### config.mk
export PLATFORM = sky130hd
export DESIGN_NAME = slpr_top
export DESIGN_NICKNAME = d
export VERILOG_FILES = /design/src/core/README_none.sv /design/src/core/slpr_pkg.sv /design/src/core/slpr_top.sv
export SDC_FILE = /design/constraint.sdc
export NUM_CORES = 1
export LEC_CHECK = 0
export ABC_AREA = 0
export BUFFER_PORTS_ARGS = -buffer_cell sky130_fd_sc_hd__buf_2
export CAP_MARGIN = 20
export CORE_AREA = 10 10 132 134
export DETAILED_ROUTE_END_ITERATION = 10
export DIE_AREA = 0 0 142 144
export GPL_TIMING_DRIVEN = 0
export PLACE_DENSITY = 0.75
export SYNTH_ARGS = -nofsm -noshare
export SYNTH_HDL_FRONTEND = slang
export SYNTH_SLANG_ARGS = --single-unit
export TNS_END_PERCENT = 100
### constraint.sdc
create_clock -name clock -period 12.4 [get_ports clock]
set_input_delay 0.62 -clock clock [delete_from_list [all_inputs] [get_ports clock]]
set_output_delay 0.62 -clock clock [all_outputs]
set_load 0.01 [all_outputs]
### src/core/README_none.sv
`timescale 1ns/1ps
`default_nettype none
`default_nettype wire

### src/core/slpr_pkg.sv
// Summary of operation
// - link parameter fields other than the link-0-only bits are paged; accesses reach the copy of the link selected by the page
// - lane identity holds a five-bit read/write lane number, reset zero
// - bit 6 of lane identity: read/write lmfc adjust direction, reset zero
// - bit 5 of lane identity: read/write phase adjust request, reset zero
// - adjust direction, phase request and control bits exist for link 0 only
// - lane-count bit 7 enables descrambling, reset one
// - lane-count low five bits: lanes minus one, read/write, reset seven
// - eight-bit read/write octets per frame minus one, reset zero
// - five-bit frames per multiframe minus one, reset all ones meaning 32
// - eight-bit read/write converters per link minus one, reset one
// - resolution bits 7:6 read-only control bits per sample, reset zero
// - resolution low five bits: resolution minus one, read/write, reset fifteen
// - sample-width bits 7:5 select subclass, 000 subclass 0, 001 subclass 1
// - sample-width low five bits: bits per sample minus one, reset fifteen
// - samples bits 7:5 protocol version, 000 A, 001 B, reset 000
// - samples low five bits: samples per frame minus one, reset one
package slpr_pkg;
  localparam int NUM_LINKS = 2;
  localparam int ADDR_W = 14;
  localparam int IDX_W = 12;

  // register indices; byte address is four times the index
  localparam logic [IDX_W-1:0] LINK_PAGE_IDX = 12'h300;
  localparam logic [IDX_W-1:0] LANE_IDENT_IDX = 12'h452;
  localparam logic [IDX_W-1:0] LANE_COUNT_IDX = 12'h453;
  localparam logic [IDX_W-1:0] OCTETS_IDX = 12'h454;
  localparam logic [IDX_W-1:0] MULTIFRAME_IDX = 12'h455;
  localparam logic [IDX_W-1:0] CONVERTERS_IDX = 12'h456;
  localparam logic [IDX_W-1:0] RESOLUTION_IDX = 12'h457;
  localparam logic [IDX_W-1:0] SAMPLE_WIDTH_IDX = 12'h458;
  localparam logic [IDX_W-1:0] SAMPLES_IDX = 12'h459;
  localparam logic [IDX_W-1:0] SOFT_RESET_IDX = 12'h475;

  // field positions
  localparam int PAGE_BIT = 0;
  localparam int SOFT_RESET_BIT = 3;
  localparam int ADJ_DIR_BIT = 6;
  localparam int PHASE_REQ_BIT = 5;
  localparam int DESCRAMBLE_BIT = 7;
  localparam int CTRL_BITS_LSB = 6;
  localparam int SUBCLASS_LSB = 5;
  localparam int VERSION_LSB = 5;

  // reset values
  localparam logic [4:0] LANE_IDENT_RST = 5'h00;
  localparam logic ADJ_DIR_RST = 1'b0;
  localparam logic PHASE_REQ_RST = 1'b0;
  localparam logic DESCRAMBLE_RST = 1'b1;
  localparam logic [4:0] LANES_RST = 5'h07;
  localparam logic [7:0] OCTETS_RST = 8'h00;
  localparam logic [4:0] FRAMES_RST = 5'h1f;
  localparam logic [7:0] CONVERTERS_RST = 8'h01;
  localparam logic [1:0] CTRL_BITS_RST = 2'h0;
  localparam logic [4:0] RESOLUTION_RST = 5'h0f;
  localparam logic [2:0] SUBCLASS_RST = 3'h0;
  localparam logic [4:0] SAMPLE_WIDTH_RST = 5'h0f;
  localparam logic [2:0] VERSION_RST = 3'h0;
  localparam logic [4:0] SAMPLES_RST = 5'h01;
  localparam logic SOFT_RESET_RST = 1'b0;
  localparam logic PAGE_RST = 1'b0;

  // subclass and protocol encodings
  localparam logic [2:0] SUBCLASS_0 = 3'h0;
  localparam logic [2:0] SUBCLASS_1 = 3'h1;
  localparam logic [2:0] VERSION_A = 3'h0;
  localparam logic [2:0] VERSION_B = 3'h1;

  localparam logic [1:0] RESP_OKAY = 2'h0;
  localparam logic [1:0] RESP_SLVERR = 2'h2;
endpackage

### src/core/slpr_top.sv
// Register access over AXI4-Lite was decided locally.
`timescale 1ns/1ps
`default_nettype none
module slpr_top
  import slpr_pkg::*;
(
  input wire logic clock,
  input wire logic rst,
  input wire logic [slpr_pkg::ADDR_W-1:0] s_axi_awaddr,
  input wire logic [2:0] s_axi_awprot,
  input wire logic s_axi_awvalid,
  output logic s_axi_awready,
  input wire logic [31:0] s_axi_wdata,
  input wire logic [3:0] s_axi_wstrb,
  input wire logic s_axi_wvalid,
  output logic s_axi_wready,
  output logic [1:0] s_axi_bresp,
  output logic s_axi_bvalid,
  input wire logic s_axi_bready,
  input wire logic [slpr_pkg::ADDR_W-1:0] s_axi_araddr,
  input wire logic [2:0] s_axi_arprot,
  input wire logic s_axi_arvalid,
  output logic s_axi_arready,
  output logic [31:0] s_axi_rdata,
  output logic [1:0] s_axi_rresp,
  output logic s_axi_rvalid,
  input wire logic s_axi_rready,
  input wire logic [1:0] control_bits_status,
  output logic link_page,
  output logic link_deframer_soft_reset,
  output logic [slpr_pkg::NUM_LINKS-1:0][4:0] lane_ident,
  output logic lmfc_adjust_direction,
  output logic phase_adjust_request,
  output logic [slpr_pkg::NUM_LINKS-1:0] whitening_removal_enable,
  output logic [slpr_pkg::NUM_LINKS-1:0][4:0] lanes_minus_one,
  output logic [slpr_pkg::NUM_LINKS-1:0][7:0] octets_minus_one,
  output logic [slpr_pkg::NUM_LINKS-1:0][4:0] frames_minus_one,
  output logic [slpr_pkg::NUM_LINKS-1:0][7:0] converters_minus_one,
  output logic [1:0] control_bits_per_sample,
  output logic [slpr_pkg::NUM_LINKS-1:0][4:0] resolution_minus_one,
  output logic [slpr_pkg::NUM_LINKS-1:0][2:0] subclass_version,
  output logic [slpr_pkg::NUM_LINKS-1:0][4:0] sample_width_minus_one,
  output logic [slpr_pkg::NUM_LINKS-1:0][2:0] protocol_version,
  output logic [slpr_pkg::NUM_LINKS-1:0][4:0] samples_minus_one
);
  import slpr_pkg::*;

  logic aw_held_reg;
  logic [IDX_W-1:0] aw_idx_reg;
  logic w_held_reg;
  logic [7:0] w_byte_reg;
  logic w_lane0_reg;
  logic do_write;
  logic aw_take;
  logic w_take;
  logic ar_take;
  logic aw_held_next;
  logic w_held_next;
  logic bvalid_next;
  logic wr_hit;
  logic rd_hit;
  logic [7:0] rd_byte;
  logic [IDX_W-1:0] ar_idx;
  logic wr_en;
  logic page_sel;
  logic wr_page;
  logic wr_soft_reset;
  logic wr_lane_ident;
  logic wr_lane_count;
  logic wr_octets;
  logic wr_multiframe;
  logic wr_converters;
  logic wr_resolution;
  logic wr_sample_width;
  logic wr_samples;

  assign aw_take = s_axi_awvalid && s_axi_awready;
  assign w_take = s_axi_wvalid && s_axi_wready;
  assign ar_take = s_axi_arvalid && s_axi_arready;
  // a write completes once address and data are both held and no response is pending
  assign do_write = aw_held_reg && w_held_reg && !s_axi_bvalid;
  assign ar_idx = s_axi_araddr[ADDR_W-1:2];
  // data sits in byte lane 0; other lanes carry nothing
  assign wr_en = do_write && w_lane0_reg;
  assign page_sel = link_page;

  // one strobe per register so each storage block below stays small
  assign wr_page = wr_en && aw_idx_reg == LINK_PAGE_IDX;
  assign wr_soft_reset = wr_en && aw_idx_reg == SOFT_RESET_IDX;
  assign wr_lane_ident = wr_en && aw_idx_reg == LANE_IDENT_IDX;
  assign wr_lane_count = wr_en && aw_idx_reg == LANE_COUNT_IDX;
  assign wr_octets = wr_en && aw_idx_reg == OCTETS_IDX;
  assign wr_multiframe = wr_en && aw_idx_reg == MULTIFRAME_IDX;
  assign wr_converters = wr_en && aw_idx_reg == CONVERTERS_IDX;
  assign wr_resolution = wr_en && aw_idx_reg == RESOLUTION_IDX;
  assign wr_sample_width = wr_en && aw_idx_reg == SAMPLE_WIDTH_IDX;
  assign wr_samples = wr_en && aw_idx_reg == SAMPLES_IDX;

  always_comb begin
    aw_held_next = aw_held_reg;
    if (aw_take) begin
      aw_held_next = 1'b1;
    end else if (do_write) begin
      aw_held_next = 1'b0;
    end
    w_held_next = w_held_reg;
    if (w_take) begin
      w_held_next = 1'b1;
    end else if (do_write) begin
      w_held_next = 1'b0;
    end
    bvalid_next = s_axi_bvalid;
    if (do_write) begin
      bvalid_next = 1'b1;
    end else if (s_axi_bvalid && s_axi_bready) begin
      bvalid_next = 1'b0;
    end
  end

  always_comb begin
    case (aw_idx_reg)
      LINK_PAGE_IDX, SOFT_RESET_IDX, LANE_IDENT_IDX, LANE_COUNT_IDX, OCTETS_IDX,
      MULTIFRAME_IDX, CONVERTERS_IDX, RESOLUTION_IDX, SAMPLE_WIDTH_IDX, SAMPLES_IDX: begin
        wr_hit = 1'b1;
      end
      default: begin
        wr_hit = 1'b0;
      end
    endcase
  end

  always_ff @(posedge clock or posedge rst) begin
    if (rst) begin
      aw_held_reg <= 1'b0;
      aw_idx_reg <= 12'h000;
    end else begin
      aw_held_reg <= aw_held_next;
      if (aw_take) begin
        aw_idx_reg <= s_axi_awaddr[ADDR_W-1:2];
      end
    end
  end

  // only byte lane 0 carries register data
  always_ff @(posedge clock or posedge rst) begin
    if (rst) begin
      w_held_reg <= 1'b0;
      w_byte_reg <= 8'h00;
      w_lane0_reg <= 1'b0;
    end else begin
      w_held_reg <= w_held_next;
      if (w_take) begin
        w_byte_reg <= s_axi_wdata[7:0];
        w_lane0_reg <= s_axi_wstrb[0];
      end
    end
  end

  // ready drops as soon as a beat is held, so a second beat never overwrites it
  always_ff @(posedge clock or posedge rst) begin
    if (rst) begin
      s_axi_awready <= 1'b1;
      s_axi_wready <= 1'b1;
    end else begin
      s_axi_awready <= !aw_held_next && !bvalid_next;
      s_axi_wready <= !w_held_next && !bvalid_next;
    end
  end

  always_ff @(posedge clock or posedge rst) begin
    if (rst) begin
      s_axi_bvalid <= 1'b0;
      s_axi_bresp <= RESP_OKAY;
    end else begin
      s_axi_bvalid <= bvalid_next;
      if (do_write) begin
        s_axi_bresp <= wr_hit ? RESP_OKAY : RESP_SLVERR;
      end
    end
  end

  // page only moves on a completed write, never mid-access
  always_ff @(posedge clock or posedge rst) begin
    if (rst) begin
      link_page <= PAGE_RST;
    end else if (wr_page) begin
      link_page <= w_byte_reg[PAGE_BIT];
    end
  end

  always_ff @(posedge clock or posedge rst) begin
    if (rst) begin
      link_deframer_soft_reset <= SOFT_RESET_RST;
    end else if (wr_soft_reset) begin
      link_deframer_soft_reset <= w_byte_reg[SOFT_RESET_BIT];
    end
  end

  // control bits come from the receiver side; software cannot write them
  always_ff @(posedge clock or posedge rst) begin
    if (rst) begin
      control_bits_per_sample <= CTRL_BITS_RST;
    end else begin
      control_bits_per_sample <= control_bits_status;
    end
  end

  // link-0-only controls; writes on another page are dropped
  always_ff @(posedge clock or posedge rst) begin
    if (rst) begin
      lmfc_adjust_direction <= ADJ_DIR_RST;
      phase_adjust_request <= PHASE_REQ_RST;
    end else if (wr_lane_ident && page_sel == 1'b0) begin
      lmfc_adjust_direction <= w_byte_reg[ADJ_DIR_BIT];
      phase_adjust_request <= w_byte_reg[PHASE_REQ_BIT];
    end
  end

  // paged link parameters, one block per register; reserved positions are never stored
  // lane number is not gated by soft reset; software keeps it stable while running
  always_ff @(posedge clock or posedge rst) begin
    if (rst) begin
      for (int i = 0; i < NUM_LINKS; i++) begin
        lane_ident[i] <= LANE_IDENT_RST;
      end
    end else if (wr_lane_ident) begin
      lane_ident[page_sel] <= w_byte_reg[4:0];
    end
  end

  always_ff @(posedge clock or posedge rst) begin
    if (rst) begin
      for (int i = 0; i < NUM_LINKS; i++) begin
        whitening_removal_enable[i] <= DESCRAMBLE_RST;
        lanes_minus_one[i] <= LANES_RST;
      end
    end else if (wr_lane_count) begin
      whitening_removal_enable[page_sel] <= w_byte_reg[DESCRAMBLE_BIT];
      lanes_minus_one[page_sel] <= w_byte_reg[4:0];
    end
  end

  always_ff @(posedge clock or posedge rst) begin
    if (rst) begin
      for (int i = 0; i < NUM_LINKS; i++) begin
        octets_minus_one[i] <= OCTETS_RST;
      end
    end else if (wr_octets) begin
      octets_minus_one[page_sel] <= w_byte_reg;
    end
  end

  always_ff @(posedge clock or posedge rst) begin
    if (rst) begin
      for (int i = 0; i < NUM_LINKS; i++) begin
        frames_minus_one[i] <= FRAMES_RST;
      end
    end else if (wr_multiframe) begin
      frames_minus_one[page_sel] <= w_byte_reg[4:0];
    end
  end

  always_ff @(posedge clock or posedge rst) begin
    if (rst) begin
      for (int i = 0; i < NUM_LINKS; i++) begin
        converters_minus_one[i] <= CONVERTERS_RST;
      end
    end else if (wr_converters) begin
      converters_minus_one[page_sel] <= w_byte_reg;
    end
  end

  always_ff @(posedge clock or posedge rst) begin
    if (rst) begin
      for (int i = 0; i < NUM_LINKS; i++) begin
        resolution_minus_one[i] <= RESOLUTION_RST;
      end
    end else if (wr_resolution) begin
      resolution_minus_one[page_sel] <= w_byte_reg[4:0];
    end
  end

  always_ff @(posedge clock or posedge rst) begin
    if (rst) begin
      for (int i = 0; i < NUM_LINKS; i++) begin
        subclass_version[i] <= SUBCLASS_RST;
        sample_width_minus_one[i] <= SAMPLE_WIDTH_RST;
      end
    end else if (wr_sample_width) begin
      subclass_version[page_sel] <= w_byte_reg[SUBCLASS_LSB+:3];
      sample_width_minus_one[page_sel] <= w_byte_reg[4:0];
    end
  end

  always_ff @(posedge clock or posedge rst) begin
    if (rst) begin
      for (int i = 0; i < NUM_LINKS; i++) begin
        protocol_version[i] <= VERSION_RST;
        samples_minus_one[i] <= SAMPLES_RST;
      end
    end else if (wr_samples) begin
      protocol_version[page_sel] <= w_byte_reg[VERSION_LSB+:3];
      samples_minus_one[page_sel] <= w_byte_reg[4:0];
    end
  end

  // reserved positions are built from zero constants
  always_comb begin
    rd_hit = 1'b1;
    rd_byte = 8'h00;
    case (ar_idx)
      LINK_PAGE_IDX: begin
        rd_byte = {7'h00, link_page};
      end
      SOFT_RESET_IDX: begin
        rd_byte = {4'h0, link_deframer_soft_reset, 3'h0};
      end
      LANE_IDENT_IDX: begin
        if (page_sel == 1'b0) begin
          rd_byte = {1'b0, lmfc_adjust_direction, phase_adjust_request, lane_ident[0]};
        end else begin
          rd_byte = {3'h0, lane_ident[page_sel]};
        end
      end
      LANE_COUNT_IDX: begin
        rd_byte = {whitening_removal_enable[page_sel], 2'h0, lanes_minus_one[page_sel]};
      end
      OCTETS_IDX: begin
        rd_byte = octets_minus_one[page_sel];
      end
      MULTIFRAME_IDX: begin
        rd_byte = {3'h0, frames_minus_one[page_sel]};
      end
      CONVERTERS_IDX: begin
        rd_byte = converters_minus_one[page_sel];
      end
      RESOLUTION_IDX: begin
        if (page_sel == 1'b0) begin
          rd_byte = {control_bits_per_sample, 1'b0, resolution_minus_one[0]};
        end else begin
          rd_byte = {3'h0, resolution_minus_one[page_sel]};
        end
      end
      SAMPLE_WIDTH_IDX: begin
        rd_byte = {subclass_version[page_sel], sample_width_minus_one[page_sel]};
      end
      SAMPLES_IDX: begin
        rd_byte = {protocol_version[page_sel], samples_minus_one[page_sel]};
      end
      default: begin
        rd_hit = 1'b0;
      end
    endcase
  end

  // one read at a time; arready falls while a response waits
  always_ff @(posedge clock or posedge rst) begin
    if (rst) begin
      s_axi_arready <= 1'b1;
      s_axi_rvalid <= 1'b0;
    end else if (ar_take) begin
      s_axi_arready <= 1'b0;
      s_axi_rvalid <= 1'b1;
    end else if (s_axi_rvalid && s_axi_rready) begin
      s_axi_arready <= 1'b1;
      s_axi_rvalid <= 1'b0;
    end
  end

  // data is captured at the take edge and held until the handshake
  always_ff @(posedge clock or posedge rst) begin
    if (rst) begin
      s_axi_rdata <= 32'h0000_0000;
      s_axi_rresp <= RESP_OKAY;
    end else if (ar_take) begin
      s_axi_rdata <= {24'h00_0000, rd_byte};
      s_axi_rresp <= rd_hit ? RESP_OKAY : RESP_SLVERR;
    end
  end
endmodule
`default_nettype wire

==> flow_summary.ini <==
[final_layout]
fin_nets = 830
final_area_um2 = 9070
finalCoreUtilization_pct = 61.0
area_growth_pct = 25.9
seq_area_um2 = 3800
drive_gt1_share_pct = 57.3
multi_input_area_um2 = 3160
fin_cells = 953
fill_cells = 1186

[synth]
ys_types = 49
yosys.area_share.xor_xnor_pct = 0.122
synth-simple-area-share_pct = 8.96
yosysWarnings = 0
synth_compound_area_share_pct = 3.91
syn-cell-area_um2 = 7200
ys.flop_type = dfrtp_1
yosys_register_bits = 150
yosysSeqAreaShare_pct = 52.8
synth_adder_area_share_pct = 0
synth-edff-count = 0
synthCells = 538
async_reset_ff_share_pct = 100
synth_top_family_by_area = multiplexers
muxShareOfSynthArea_pct = 29.5
syn_area_per_cell_um2 = 13.4

[routing]
wl_per_cell_um = 22.6
drt-pass1-iter-count = 5
antenna_left = 0
drcViolationCount = 0
routed_via_density = 5.52
first_iter_violations = 354
dr_total_vias = 5256
routed_wl_um = 21600

[setup_path]
critical_path.max_stage_delay_ps = 600
path_buf_inv = 3
worst_ep_required_time_ps = 12710
critPathKind = register to register
path_max_fanout = 10
arrival_ps = 3070
cp-end-kind = register
cp_common_cell = buf_2
cp_slowest_cell = nand4_1
crit_family = buffers and inverters
cp-start-kind = register
crit_chain = buf_2 -> buf_2 -> buf_2 -> nand4_1 -> mux2_2

[sta]
fmax_mhz = 362
layout_min_cycle_time_ps = 2760
hold_violations = 0
setup_tns_ps = 0
rsz0062_at_grt = false
setup_violations = 0
finClkSkew_ps = 9.16
worst_pin_slew_ps = 842
max-slew-margin-rel_pct = 43.4
post-route-period-util_pct = 22.3
slew_violations = 0

[clock_network]
cts_tree = done
cts_made_buffers = 17
root_buffer = clkbuf_16
cts-htree-levels = 4
ctsResizeCount = 0
post_cts_buffers = 0
worstSkewPairLatency_ps = 430
path_clk_slew_ps = 60
ctsHoldBuffers = 0
cts.sinks = 150
cts_buffer_depth = 2

[power]
total_power_uw = 1420
p_leak_uw = 0.00443
seqPwrFrac_pct = 42.6
comb_power_share_pct = 17.1
clkPwrFrac_pct = 40.3
power.switching_uw = 414
p_int_uw = 1010
p_sw_share_pct = 29.2
p_per_area_nw_per_um2 = 157
peakVddDrop_mv = 0.129

[floorplan]
die_area_um2 = 20400
chipWidth_um = 142
core_area_um2 = 14900
die_h_um = 144
initial_core_util_pct = 48.5
ios = 232
placementRows = 45

[global_routing]
antenna_found_initial = 0
grt_pass1_wl_um = 32500
grt_max_degree = 84
grt.overflow.total = 0
grt.total_usage_pct = 20.9
grt_pass1_vias = 5594

[flow_run]
maxCapViolations = 0

[placed_design]
dp_hpwl_um = 16400
placed_area_um2 = 8410
placedCellCount = 920
place_congestion = 0.872
port_buffers = 168

[outcome]
status = finished, final reports clean

[min_path]
hold_class = input port to async pin
==> path summary, 6_finish.rpt <==
check / from / to / slack [ps] / cells past startpoint
max: link_page$_DFFE_PP0P_ / octets_minus_one[11]$_DFFE_PP0P_ / 9640 / 5
min: rst / aw_idx_reg[8]$_DFFE_PP0P_ / 290 / 2
max reg2reg: link_page$_DFFE_PP0P_ / octets_minus_one[11]$_DFFE_PP0P_ / 9640 / 5
min reg2reg: s_axi_rdata[1]$_DFFE_PP0P_ / s_axi_rdata[1]$_DFFE_PP0P_ / 500 / 2
max in group asynchronous: rst / sample_width_minus_one[6]$_DFFE_PP1P_ / 11260 / 3
min in group clock: control_bits_status[0] / control_bits_per_sample[0]$_DFF_PP0_ / 310 / 1
==> routing by layer <==
layer,up-vias,global-route usage (%),wire [µm]
met4,0,7.37,488
met5,-,0,0
met3,37,7.94,1760
met1,2643,23.7,8560
li1,2354,-,-
met2,222,35.3,10800
==> metrics by stage <==
| step | setup WS [ps] | hold slack, ps |
|---|---|---|
| final | 9640 | 285 |
| after global routing | 9520 | 287 |
| after CTS | 9640 | 293 |
| after detailed placement | 9480 | 493 |
| after global placement | 6390 | 462 |
| after floorplan | 7810 | 478 |
==> cells in the final DEF, fill, tap and decap left out, drive strengths merged, types with 10 or more instances in the layout <==
| master | n |
|---|---|
| mux2i | 36 |
| nor2 | 18 |
| o22ai | 11 |
| nand2 | 22 |
| dfstp | 41 |
| clkbuf | 38 |
| mux2 | 137 |
| buf | 205 |
| dfrtp | 109 |
| mux4 | 10 |
| conb | 26 |
| o21ai | 21 |
==> worst register-to-register path, stage by stage, from the launching register on <==
cell     delay [ps]
dfrtp_1         380
buf_2           340
buf_2           450
buf_2           360
nand4_1         610
mux2_2          500
==> synthesized netlist by cell type (4+ instances only) <==
cell type	n	area, µm²
nand4_1	8	50.1
inv_1	7	26.3
mux4_2	10	225
mux2_2	137	1540
mux2i_1	36	360
dfrtp_1	109	2730
nand2_1	22	82.6
o21ai_0	21	105
buf_2	7	35.0
clkbuf_1	17	63.8
o22ai_1	11	68.8
nor4_4	4	85.1
a21oi_1	5	25.0
nor2_1	17	63.8
dfstp_2	41	1080
buf_4	26	195
==> power by group through the flow <==
stage	clock [µW]	combinational, µW	sequential, µW
3_5_place_dp	0	241	612
2_1_floorplan	0	163	595
6_report	572	242	605
4_1_cts	578	243	604
5_1_grt	599	269	613
3_3_place_gp	0	230	608
==> area by class of cell <==
| type | instances | share of cell area (%) |
|---|---|---|
| Sequential cell | 150 | 42.0 |
| Multi-Input combinational cell | 353 | 34.9 |
| Timing Repair Buffer | 169 | 9.58 |
| Clock buffer | 21 | 5.08 |
| Buffer | 53 | 3.37 |
| Tap cell | 188 | 2.59 |
| Clock inverter | 11 | 2.18 |
| Inverter | 7 | 0.345 |
| Antenna cell | 1 | 0.0276 |
==> kinds of logic after synthesis <==
family,count (synthesis)
AO/OA/AOI/OAI,48
XOR/XNOR,1
buffers and inverters,60
flip-flops,150
multiplexers,183
other,1
AND/OR/NAND/NOR,95
No activity file was read; power rests on OpenSTA's default activity.
